==> config.mk <==
export PLATFORM = sky130hd
export DESIGN_NAME = accessory_regs
export DESIGN_NICKNAME = d
export VERILOG_FILES = /design/src/accessory_regs_pkg.sv /design/src/accessory_regs.sv
export SDC_FILE = /design/constraint.sdc
export NUM_CORES = 1
export LEC_CHECK = 0
export ABC_AREA = 1
export BUFFER_PORTS_ARGS = -buffer_cell sky130_fd_sc_hd__buf_2
export CORE_MARGIN = 2
export CORE_UTILIZATION = 60
export DETAILED_ROUTE_END_ITERATION = 10
export GPL_TIMING_DRIVEN = 0
export HOLD_SLACK_MARGIN = 0.02
export PLACE_DENSITY = 0.87
export SLEW_MARGIN = 0
export SYNTH_ARGS = -nofsm -noshare
export SYNTH_HDL_FRONTEND = slang
export SYNTH_SLANG_ARGS = --single-unit
==> constraint.sdc <==
create_clock -name clk -period 1.7 [get_ports clk]
set_clock_uncertainty 0.05 [all_clocks]
set_input_delay 0.17 -clock clk [delete_from_list [all_inputs] [get_ports clk]]
set_output_delay 0.17 -clock clk [all_outputs]
set_load 0.01 [all_outputs]
==> src/accessory_regs_pkg.sv <==
// Constants, field layouts and carriers for the accessory status and trim register bank
package accessory_regs_pkg;

	// ======================================================================
	// Register addresses on the six-bit immediate address field
	localparam logic [5:0] ADDR_EVENT_ENABLE = 6'h1d; // Event enable, write
	localparam logic [5:0] ADDR_EVENT_ENABLE_SET = 6'h1e; // Event enable, set
	localparam logic [5:0] ADDR_EVENT_ENABLE_CLR = 6'h1f; // Event enable, clear
	localparam logic [5:0] ADDR_ACCESSORY_STATUS = 6'h20; // Accessory status, read only
	localparam logic [5:0] ADDR_ACCESSORY_EVENT_LATCH = 6'h21; // Event latch, clear on read
	localparam logic [5:0] ADDR_VENDOR_LOW = 6'h30; // First vendor address
	localparam logic [5:0] ADDR_VENDOR_HIGH = 6'h3f; // Last vendor address
	localparam logic [5:0] ADDR_HS_SIGNAL_COMPENSATION = 6'h31; // Squelch and drive trim
	localparam logic [5:0] ADDR_CHARGER_DETECT = 6'h32; // Charger detection
	localparam logic [5:0] ADDR_ID_MEASURE = 6'h36; // Resistor measurement, write
	localparam logic [5:0] ADDR_ID_MEASURE_SET = 6'h37; // Resistor measurement, set
	localparam logic [5:0] ADDR_ID_MEASURE_CLR = 6'h38; // Resistor measurement, clear
	localparam logic [5:0] ADDR_EXTENDED = 6'h2f; // Extended address escape, not served

	// ======================================================================
	// Link command byte encoding
	localparam logic [1:0] CMD_REG_WRITE = 2'h2; // Immediate register write
	localparam logic [1:0] CMD_REG_READ = 2'h3; // Immediate register read
	localparam logic [7:0] RXCMD_ALT_INT = 8'h80; // Alternate interrupt flag of a receive command

	// ======================================================================
	// Writable masks and reset values
	localparam logic [7:0] EVENT_ENABLE_MASK = 8'h27; // Float rise, float fall, comparator, measurement
	localparam logic [7:0] HS_COMP_MASK = 8'h73; // Squelch trim 1:0, drive boost 6:4
	localparam logic [7:0] CHARGER_MASK = 8'h0f; // Charger control bits 3:0
	localparam logic [7:0] ID_MEASURE_MASK = 8'h50; // Start bit 4, irq enable bit 6
	localparam logic [7:0] RESET_BYTE = 8'h00; // Every register resets to zero

	// ======================================================================
	// Field positions
	localparam int EN_ID_OPEN_RISE = 0; // Event enable bit
	localparam int EN_ID_OPEN_FALL = 1; // Event enable bit
	localparam int EN_DATA_VOLTAGE = 2; // Event enable bit
	localparam int EN_ID_MEASURE = 5; // Event enable bit
	localparam int CHG_SINK_ENABLE = 1; // Charger register sink enable bit
	localparam int MEAS_START = 4; // Measurement register start bit
	localparam int MEAS_IRQ_ENABLE = 6; // Measurement register irq enable bit

	// ======================================================================
	// Timing
	localparam longint CLK_PERIOD_PS = 5000; // 200 MHz link clock
	localparam longint MEASURE_TIME_NS = 282000; // Resistor measurement duration
	localparam int MEASURE_CYCLES = int'((MEASURE_TIME_NS * 1000 + CLK_PERIOD_PS - 1) / CLK_PERIOD_PS);

	// ======================================================================
	// Carriers
	typedef struct packed {
		logic reserved; // Bit 7, reads zero
		logic id_measure_complete; // Bit 6
		logic [2:0] id_resistor_code; // Bits 5:3
		logic plus_line_accessory_state; // Bit 2, not implemented
		logic data_line_voltage_seen; // Bit 1
		logic id_open_state; // Bit 0
	} accessory_status_type;

	typedef struct packed {
		logic [3:0] reserved; // Bits 7:4, read zero
		logic id_measure_event; // Bit 3
		logic plus_line_accessory_event; // Bit 2, not implemented
		logic data_voltage_event; // Bit 1
		logic id_open_event; // Bit 0
	} accessory_event_latch_type;

	typedef struct packed {
		logic [2:0] id_resistor_code; // Raw converter result
		logic data_line_voltage_seen; // Raw comparator output
		logic id_open_state; // Raw float detector output
	} analog_inputs_type;

endpackage

==> src/accessory_regs.sv <==
// Accessory status, event latch and high-speed trim registers behind the ULPI register port
`timescale 1ns/1ps

// Functional notes
// - Status bit0 shows ID floating, pullup-gated
// - Status bit1 shows sink-gated data comparator
// - Bit2 of status and latch reads zero
// - Status bits 5:3 hold resistor code
// - Completion flag sets after 282 us measurement
// - Vendor measurement read clears completion flag
// - Status register read leaves completion flag
// - Status at 20h read-only, bit7 zero
// - Latch at 21h clears on read
// - Latch bit0 on enabled float edges
// - Latch bit1 on enabled comparator change
// - Latch bit3 on enabled completion rise
// - Vendor 30h-3Fh reached by immediate commands
// - Compensation 31h read-write, reserved bits zero
// - Bits 1:0 scale squelch threshold
// - Bits 6:4 select transmit amplitude boost
// - Enabled events raise alternate interrupt flag
module accessory_regs
	import accessory_regs_pkg::*;
#(
	parameter int MEASURE_LEN = MEASURE_CYCLES
) (
	input wire logic clk,
	input wire logic reset,
	input wire logic [7:0] ulpi_data_in,
	output logic [7:0] ulpi_data_out,
	output logic ulpi_data_oe,
	output logic ulpi_dir,
	output logic ulpi_nxt,
	input wire logic ulpi_stp,
	input wire analog_inputs_type analog_raw,
	input wire logic id_weak_pullup,
	output logic data_sink_enable,
	output logic measure_active,
	output logic [1:0] squelch_level_trim,
	output logic [2:0] hs_drive_boost
);

	// ======================================================================
	// Declarations
	typedef enum {
		IDLE, WR_DATA, WR_STOP, RD_TURN, RD_DATA, RX_TURN, RX_DATA, TURN_BACK
	} port_state_type;

	port_state_type state_reg; // Register port sequencer
	port_state_type state_next; // Next sequencer state
	logic [5:0] addr_reg; // Address of the command in flight
	logic [7:0] wdata_reg; // Write data captured from the link
	logic [7:0] data_out_reg; // Byte driven toward the link
	logic [7:0] event_enable_reg; // Event enable register
	logic [7:0] hs_comp_reg; // Squelch and drive trim register
	logic [7:0] charger_reg; // Charger detection control bits
	logic [7:0] measure_ctrl_reg; // Start and irq enable of the measurement
	logic [2:0] code_reg; // Last resistor code
	logic done_reg; // Measurement complete flag
	logic [31:0] measure_cnt_reg; // Measurement time counter
	analog_inputs_type sync1_reg; // First synchroniser stage
	analog_inputs_type sync2_reg; // Second synchroniser stage
	analog_inputs_type sync3_reg; // Third synchroniser stage
	analog_inputs_type stable_reg; // Accepted level of every analog input
	logic id_open_prev_reg; // Previous gated float level
	logic vdat_prev_reg; // Previous gated comparator level
	logic done_prev_reg; // Previous completion flag
	accessory_event_latch_type latch_reg; // Event latch register
	logic alt_pending_reg; // Alternate interrupt waiting to be sent
	accessory_status_type status; // Assembled status byte
	logic id_open_level; // Float level after pullup gating
	logic vdat_level; // Comparator level after sink gating
	logic ev_id_open; // Enabled float edge this cycle
	logic ev_vdat; // Enabled comparator change this cycle
	logic ev_measure; // Enabled completion rise this cycle
	logic measure_done_pulse; // Measurement ends this cycle
	logic cmd_seen; // Valid immediate command on the bus
	logic do_write; // Register write commits this cycle
	logic do_read; // Register read is sampled this cycle
	logic [7:0] read_byte; // Read value of the addressed register

	// ======================================================================
	// Helper functions

	// Write, set or clear by address offset within a three-address group
	function automatic logic [7:0] wsc(input logic [7:0] cur, input logic [7:0] wd, input logic [7:0] mask,
		input logic [1:0] mode);
		logic [7:0] r;
		r = cur;
		unique case (mode)
			2'h0: r = wd;
			2'h1: r = cur | wd;
			2'h2: r = cur & ~wd;
			default: r = cur;
		endcase
		return r & mask;
	endfunction

	// Latch set bit: set wins over a simultaneous clear
	function automatic logic sticky(input logic cur, input logic set, input logic clr);
		return set | (cur & ~clr);
	endfunction

	// ======================================================================
	// Analog input synchronisers: a change counts once stages two and three agree
	always_ff @(posedge clk) begin
		if (reset) begin
			sync1_reg <= '0;
			sync2_reg <= '0;
			sync3_reg <= '0;
			stable_reg <= '0;
		end else begin
			sync1_reg <= analog_raw;
			sync2_reg <= sync1_reg;
			sync3_reg <= sync2_reg;
			// Per-bit acceptance of agreeing stages
			stable_reg <= (sync2_reg & sync3_reg) | (stable_reg & (sync2_reg | sync3_reg));
		end
	end

	// ======================================================================
	// Status assembly
	always_comb begin
		id_open_level = stable_reg.id_open_state & id_weak_pullup;
		vdat_level = stable_reg.data_line_voltage_seen & charger_reg[CHG_SINK_ENABLE];
		status.reserved = 1'b0;
		status.id_measure_complete = done_reg;
		status.id_resistor_code = code_reg;
		status.plus_line_accessory_state = 1'b0;
		status.data_line_voltage_seen = vdat_level;
		status.id_open_state = id_open_level;
	end

	// ======================================================================
	// Resistor measurement timer and result
	always_ff @(posedge clk) begin
		if (reset) begin
			measure_cnt_reg <= '0;
			code_reg <= 3'h0;
		end else if (!measure_ctrl_reg[MEAS_START]) begin
			// Idle: counter held at zero
			measure_cnt_reg <= '0;
		end else if (measure_done_pulse) begin
			// Capture the converter result at the end of the window
			measure_cnt_reg <= '0;
			code_reg <= stable_reg.id_resistor_code;
		end else begin
			measure_cnt_reg <= measure_cnt_reg + 32'h1;
		end
	end

	assign measure_done_pulse = measure_ctrl_reg[MEAS_START] && (measure_cnt_reg == 32'(MEASURE_LEN - 1));
	assign measure_active = measure_ctrl_reg[MEAS_START];

	// Completion flag: set at the end, cleared only by a vendor register read
	always_ff @(posedge clk) begin
		if (reset) begin
			done_reg <= 1'b0;
		end else begin
			// Any of the three measurement addresses returns the code, so any of them clears
			done_reg <= sticky(done_reg, measure_done_pulse,
				do_read && addr_reg >= ADDR_ID_MEASURE && addr_reg <= ADDR_ID_MEASURE_CLR);
		end
	end

	// ======================================================================
	// Edge detection and event latch
	always_ff @(posedge clk) begin
		if (reset) begin
			id_open_prev_reg <= 1'b0;
			vdat_prev_reg <= 1'b0;
			done_prev_reg <= 1'b0;
		end else begin
			id_open_prev_reg <= id_open_level;
			vdat_prev_reg <= vdat_level;
			done_prev_reg <= done_reg;
		end
	end

	always_comb begin
		ev_id_open = (id_open_level && !id_open_prev_reg && event_enable_reg[EN_ID_OPEN_RISE])
			|| (!id_open_level && id_open_prev_reg && event_enable_reg[EN_ID_OPEN_FALL]);
		ev_vdat = (vdat_level != vdat_prev_reg) && event_enable_reg[EN_DATA_VOLTAGE];
		ev_measure = done_reg && !done_prev_reg
			&& (event_enable_reg[EN_ID_MEASURE] || measure_ctrl_reg[MEAS_IRQ_ENABLE]);
	end

	// Latch bits set on events and clear when the latch register is read
	always_ff @(posedge clk) begin
		if (reset) begin
			latch_reg <= '0;
		end else begin
			latch_reg.reserved <= 4'h0;
			latch_reg.plus_line_accessory_event <= 1'b0;
			// New event beats the read clear
			latch_reg.id_open_event <= sticky(latch_reg.id_open_event, ev_id_open,
				do_read && addr_reg == ADDR_ACCESSORY_EVENT_LATCH);
			latch_reg.data_voltage_event <= sticky(latch_reg.data_voltage_event, ev_vdat,
				do_read && addr_reg == ADDR_ACCESSORY_EVENT_LATCH);
			latch_reg.id_measure_event <= sticky(latch_reg.id_measure_event, ev_measure,
				do_read && addr_reg == ADDR_ACCESSORY_EVENT_LATCH);
		end
	end

	// Alternate interrupt request waits until the receive command is sent
	always_ff @(posedge clk) begin
		if (reset) begin
			alt_pending_reg <= 1'b0;
		end else begin
			alt_pending_reg <= sticky(alt_pending_reg, ev_id_open | ev_vdat | ev_measure,
				state_reg == RX_DATA);
		end
	end

	// ======================================================================
	// Writable registers
	always_ff @(posedge clk) begin
		if (reset) begin
			event_enable_reg <= RESET_BYTE;
			hs_comp_reg <= RESET_BYTE;
			charger_reg <= RESET_BYTE;
		end else if (do_write) begin
			// Enable group uses write, set and clear addresses
			if (addr_reg >= ADDR_EVENT_ENABLE && addr_reg <= ADDR_EVENT_ENABLE_CLR) begin
				event_enable_reg <= wsc(event_enable_reg, wdata_reg, EVENT_ENABLE_MASK,
					2'(addr_reg - ADDR_EVENT_ENABLE));
			end
			if (addr_reg == ADDR_HS_SIGNAL_COMPENSATION) begin
				hs_comp_reg <= wdata_reg & HS_COMP_MASK;
			end
			if (addr_reg == ADDR_CHARGER_DETECT) begin
				charger_reg <= wdata_reg & CHARGER_MASK;
			end
		end
	end

	// Measurement control: start clears itself when the measurement ends
	always_ff @(posedge clk) begin
		if (reset) begin
			measure_ctrl_reg <= RESET_BYTE;
		end else if (do_write && addr_reg >= ADDR_ID_MEASURE && addr_reg <= ADDR_ID_MEASURE_CLR) begin
			measure_ctrl_reg <= wsc(measure_ctrl_reg, wdata_reg, ID_MEASURE_MASK,
				2'(addr_reg - ADDR_ID_MEASURE));
		end else if (measure_done_pulse) begin
			measure_ctrl_reg[MEAS_START] <= 1'b0;
		end
	end

	assign squelch_level_trim = hs_comp_reg[1:0];
	assign hs_drive_boost = hs_comp_reg[6:4];
	assign data_sink_enable = charger_reg[CHG_SINK_ENABLE];

	// ======================================================================
	// Read decode
	always_comb begin
		unique case (addr_reg)
			ADDR_EVENT_ENABLE, ADDR_EVENT_ENABLE_SET, ADDR_EVENT_ENABLE_CLR: begin
				read_byte = event_enable_reg;
			end
			ADDR_ACCESSORY_STATUS: begin
				read_byte = status;
			end
			ADDR_ACCESSORY_EVENT_LATCH: begin
				read_byte = latch_reg;
			end
			ADDR_HS_SIGNAL_COMPENSATION: begin
				read_byte = hs_comp_reg;
			end
			ADDR_CHARGER_DETECT: begin
				read_byte = {3'h0, vdat_level, charger_reg[3:0]};
			end
			ADDR_ID_MEASURE, ADDR_ID_MEASURE_SET, ADDR_ID_MEASURE_CLR: begin
				read_byte = measure_ctrl_reg | {4'h0, done_reg, code_reg};
			end
			default: begin
				// Unserved addresses read zero
				read_byte = RESET_BYTE;
			end
		endcase
	end

	// ======================================================================
	// Register port sequencer
	assign cmd_seen = (ulpi_data_in[7:6] == CMD_REG_WRITE || ulpi_data_in[7:6] == CMD_REG_READ)
		&& ulpi_data_in[5:0] != ADDR_EXTENDED;
	assign do_write = (state_reg == WR_STOP) && ulpi_stp;
	assign do_read = (state_reg == RD_TURN);

	always_comb begin
		state_next = state_reg;
		unique case (state_reg)
			IDLE: begin
				// Link commands take priority over a pending interrupt report
				if (cmd_seen) begin
					state_next = (ulpi_data_in[7:6] == CMD_REG_WRITE) ? WR_DATA : RD_TURN;
				end else if (alt_pending_reg && ulpi_data_in == RESET_BYTE) begin
					state_next = RX_TURN;
				end
			end
			WR_DATA: begin
				state_next = ulpi_stp ? IDLE : WR_STOP;
			end
			WR_STOP: begin
				// Write commits only on the stop strobe
				state_next = ulpi_stp ? IDLE : WR_STOP;
			end
			RD_TURN: begin
				state_next = RD_DATA;
			end
			RD_DATA: begin
				state_next = TURN_BACK;
			end
			RX_TURN: begin
				state_next = RX_DATA;
			end
			RX_DATA: begin
				state_next = TURN_BACK;
			end
			TURN_BACK: begin
				state_next = IDLE;
			end
		endcase
	end

	// State, address and write data
	always_ff @(posedge clk) begin
		if (reset) begin
			state_reg <= IDLE;
			addr_reg <= 6'h0;
			wdata_reg <= RESET_BYTE;
		end else begin
			state_reg <= state_next;
			if (state_reg == IDLE && cmd_seen) begin
				addr_reg <= ulpi_data_in[5:0];
			end
			if (state_reg == WR_DATA) begin
				wdata_reg <= ulpi_data_in;
			end
		end
	end

	// Outgoing byte: read data or receive command with the alternate flag
	always_ff @(posedge clk) begin
		if (reset) begin
			data_out_reg <= RESET_BYTE;
		end else if (state_reg == RD_TURN) begin
			data_out_reg <= read_byte;
		end else if (state_reg == RX_TURN) begin
			data_out_reg <= RXCMD_ALT_INT;
		end else begin
			data_out_reg <= RESET_BYTE;
		end
	end

	// Handshake outputs
	assign ulpi_nxt = (state_reg == IDLE && cmd_seen) || (state_reg == WR_DATA && !ulpi_stp);
	assign ulpi_dir = (state_reg == RD_TURN) || (state_reg == RD_DATA)
		|| (state_reg == RX_TURN) || (state_reg == RX_DATA);
	assign ulpi_data_oe = (state_reg == RD_DATA) || (state_reg == RX_DATA);
	assign ulpi_data_out = data_out_reg;

endmodule

==> results.json <==
{
  "yosysWarnings": 0,
  "stdcell_area_um2": 5410,
  "initial_utilization": 0.616,
  "ys_seq_area_frac": 0.431,
  "syn-mean-instance-area_um2": 6.78,
  "yosys-top-cells-count": "147 x nand2_1, 135 x nor2_1, 102 x dfxtp_1, 83 x inv_1, 59 x a21oi_1",
  "worstPathRequired_ns": 1.93,
  "cp_slowest_cell": "dfxtp_2",
  "synth_edf_count": 0,
  "rows": 32,
  "viasPerCell": 5.45,
  "diodes": 0,
  "drt_iter0_markers": 246,
  "clk_latency_ns": 0.38,
  "place_area_um2": 5030,
  "n_fill_cell": 675,
  "syn_nets": 717,
  "worstSetupEndpointType": "register",
  "crit_arrival_ns": 1.85,
  "die_h_um": 92.8,
  "numCtsBuffers": 9,
  "grt_first_pass_wirelength_um": 19600,
  "cp_slowest_stage_delay_ns": 0.39,
  "cap_violations": 0,
  "grt.total_usage": 0.285,
  "yosysMostFrequentCell": "nand2_1",
  "finalHoldViolCount": 0,
  "fmax_mhz": 617,
  "cts_tree": "done",
  "drive_above_1_share": 0.149,
  "synth_top_flop_cell": "dfxtp_1",
  "area_growth_pct": 14.2,
  "hold_class": "in -> reg",
  "synth_top_area_share": 0.431,
  "place_ws_ns": -0.0305,
  "cts_max_level": 3,
  "maxSlewViolCount": 0,
  "setup_viol": 0,
  "synth_area_um2": 4740,
  "vias": 4679,
  "worst_slew_pin_slew_ns": 0.515,
  "p_leak_uw": 0.00204,
  "async_flop_share": 0,
  "startpoint_type": "register",
  "slew_headroom": 0.657,
  "grt_pass1_vias": 4512,
  "ant_nets": 0,
  "power_density_nw_per_um2": 915,
  "yosys.area.top_type": "dfxtp_1",
  "port_buffers": 34,
  "clk_pin_slew_ns": 0.11,
  "cts.path.max_buffers": 2,
  "ioPinCount": 35,
  "ys_top_cells_by_area": "dfxtp_1 43%, nand2_1 12%, nor2_1 11%",
  "finalWorstSetupSlack_ns": 0.0797,
  "syn_inst": 699,
  "core_area_um2": 7690,
  "fin_nets": 770,
  "antenna_found_initial": 0,
  "path_cells": "ha_4 -> nand3_2 -> inv_2 -> nand3_1 -> nor2_1 -> nand2_1 -> nand3_2 -> buf_4 -> nor2_1",
  "hpwl_um": 8680,
  "status": "completed",
  "root_buffer": "clkbuf_8",
  "synth.distinct_cells": 31,
  "irDropWorstVdd_v": 0.000895,
  "cp_max_fo": 10,
  "routed_wl_um": 11900,
  "largest_reg_flops": 32,
  "min_period_over_period": 0.953,
  "worstHoldPathCells": 3,
  "wire_per_inst_um": 13.8,
  "ys_seq_elements": 102,
  "die_w_um": 92.8,
  "critical_path_class": "reg -> reg",
  "grt_max_degree": 21,
  "power_uw": 4950,
  "period_needed_ns": 1.62,
  "firstDrtPassIters": 7,
  "drc": 0,
  "dieArea_um2": 8620,
  "reg2reg_depth": 9,
  "routabilityCongestion": 0.947,
  "clock-sinks": 102,
  "overflow": 0
}
final timing paths:
path | start | to | slack (ns)
min reg2reg | sync1_reg[0]$_SDFF_PP0_ | sync2_reg[0]$_SDFF_PP0_ | 0.36
min | ulpi_data_in[3] | addr_reg[3]$_SDFFE_PP0P_ | 0.05
max reg2reg | measure_cnt_reg[0]$_SDFF_PP0_ | measure_cnt_reg[9]$_SDFF_PP0_ | 0.08
max | measure_cnt_reg[0]$_SDFF_PP0_ | measure_cnt_reg[9]$_SDFF_PP0_ | 0.08
critical path: cells and delay by family, from the launching register on:
kind          cells  cell delay (ns)
simple gates      6             0.63
fa+ha+maj         1             0.17
buf+inv           2             0.30
flops             1             0.39
layer usage:
metal  global-route usage  wire length, um
met5                    0                0
met4                0.141              471
met3               0.0659              713
met2                0.514             5970
met1                0.312             4750
through the flow:
step	utilization	hold WS (ns)	setup TNS (ns)	cells
floorplan	-	0.227	0	699
global placement	0.655	0.319	0	835
detailed placement	0.655	0.329	-0.401	835
CTS	0.695	0.0324	-0.975	857
global route	0.703	0.0601	-0.0382	859
finish	0.703	0.0457	0	859
timing repair:
item,in CTS,in global routing
gates cloned,0,0
hold endpoints to repair,5,0
pin swaps,2,3
hold buffers,5,0
buffers inserted,2,3
resized for setup,13,23
setup endpoints to repair,35,40
power by group:
group / total (uW) / internal [uW] / switching, uW
combinational: 778 / 272 / 506
clock: 1530 / 581 / 945
sequential: 2640 / 2520 / 128
total: 4950 / 3370 / 1580
kinds of logic after synthesis:
logic type               share of synthesized area
AO/OA/AOI/OAI                                0.111
flip-flops                                   0.431
XOR/XNOR                                    0.0203
buffers and inverters                       0.0835
adder cells (fa/ha/maj)                    0.00264
AND/OR/NAND/NOR                              0.352
cells in the final DEF, fill, tap and decap left out, types with 2 or more instances in the layout:
master         count
o21ai_0           30
nor2_4             8
or2_2              2
dfxtp_2            3
inv_2              9
a21oi_1           59
nand4_1           13
nand2_2            7
inv_8              3
nor3_1             3
dfxtp_4            2
clkbuf_8           9
dlygate4sd3_1      5
buf_4              5
clkinvlp_4         2
nand2_1          145
xnor2_1            6
a31oi_1            2
nand3_1           49
xor2_1             5
nor2_1           128
o211ai_1           2
buf_2             34
buf_6              3
inv_1             82
nand3_2            4
nor2_2            13
clkbuf_1           6
o21ai_1            9
dfxtp_1           97
nand3_4            2
layout make-up:
class | instances | area (um^2) | share of cell area
sequential | 102 | 2050 | 0.380
clock buffer | 9 | 124 | 0.0229
timing repair buffer | 44 | 262 | 0.0484
inverter | 92 | 347 | 0.0641
multi-input combinational | 494 | 2370 | 0.438
buffer | 9 | 52.6 | 0.00972
tap | 102 | 128 | 0.0236
clock inverter | 7 | 73.8 | 0.0137
Note: power is estimated with default switching activity, not from simulation.
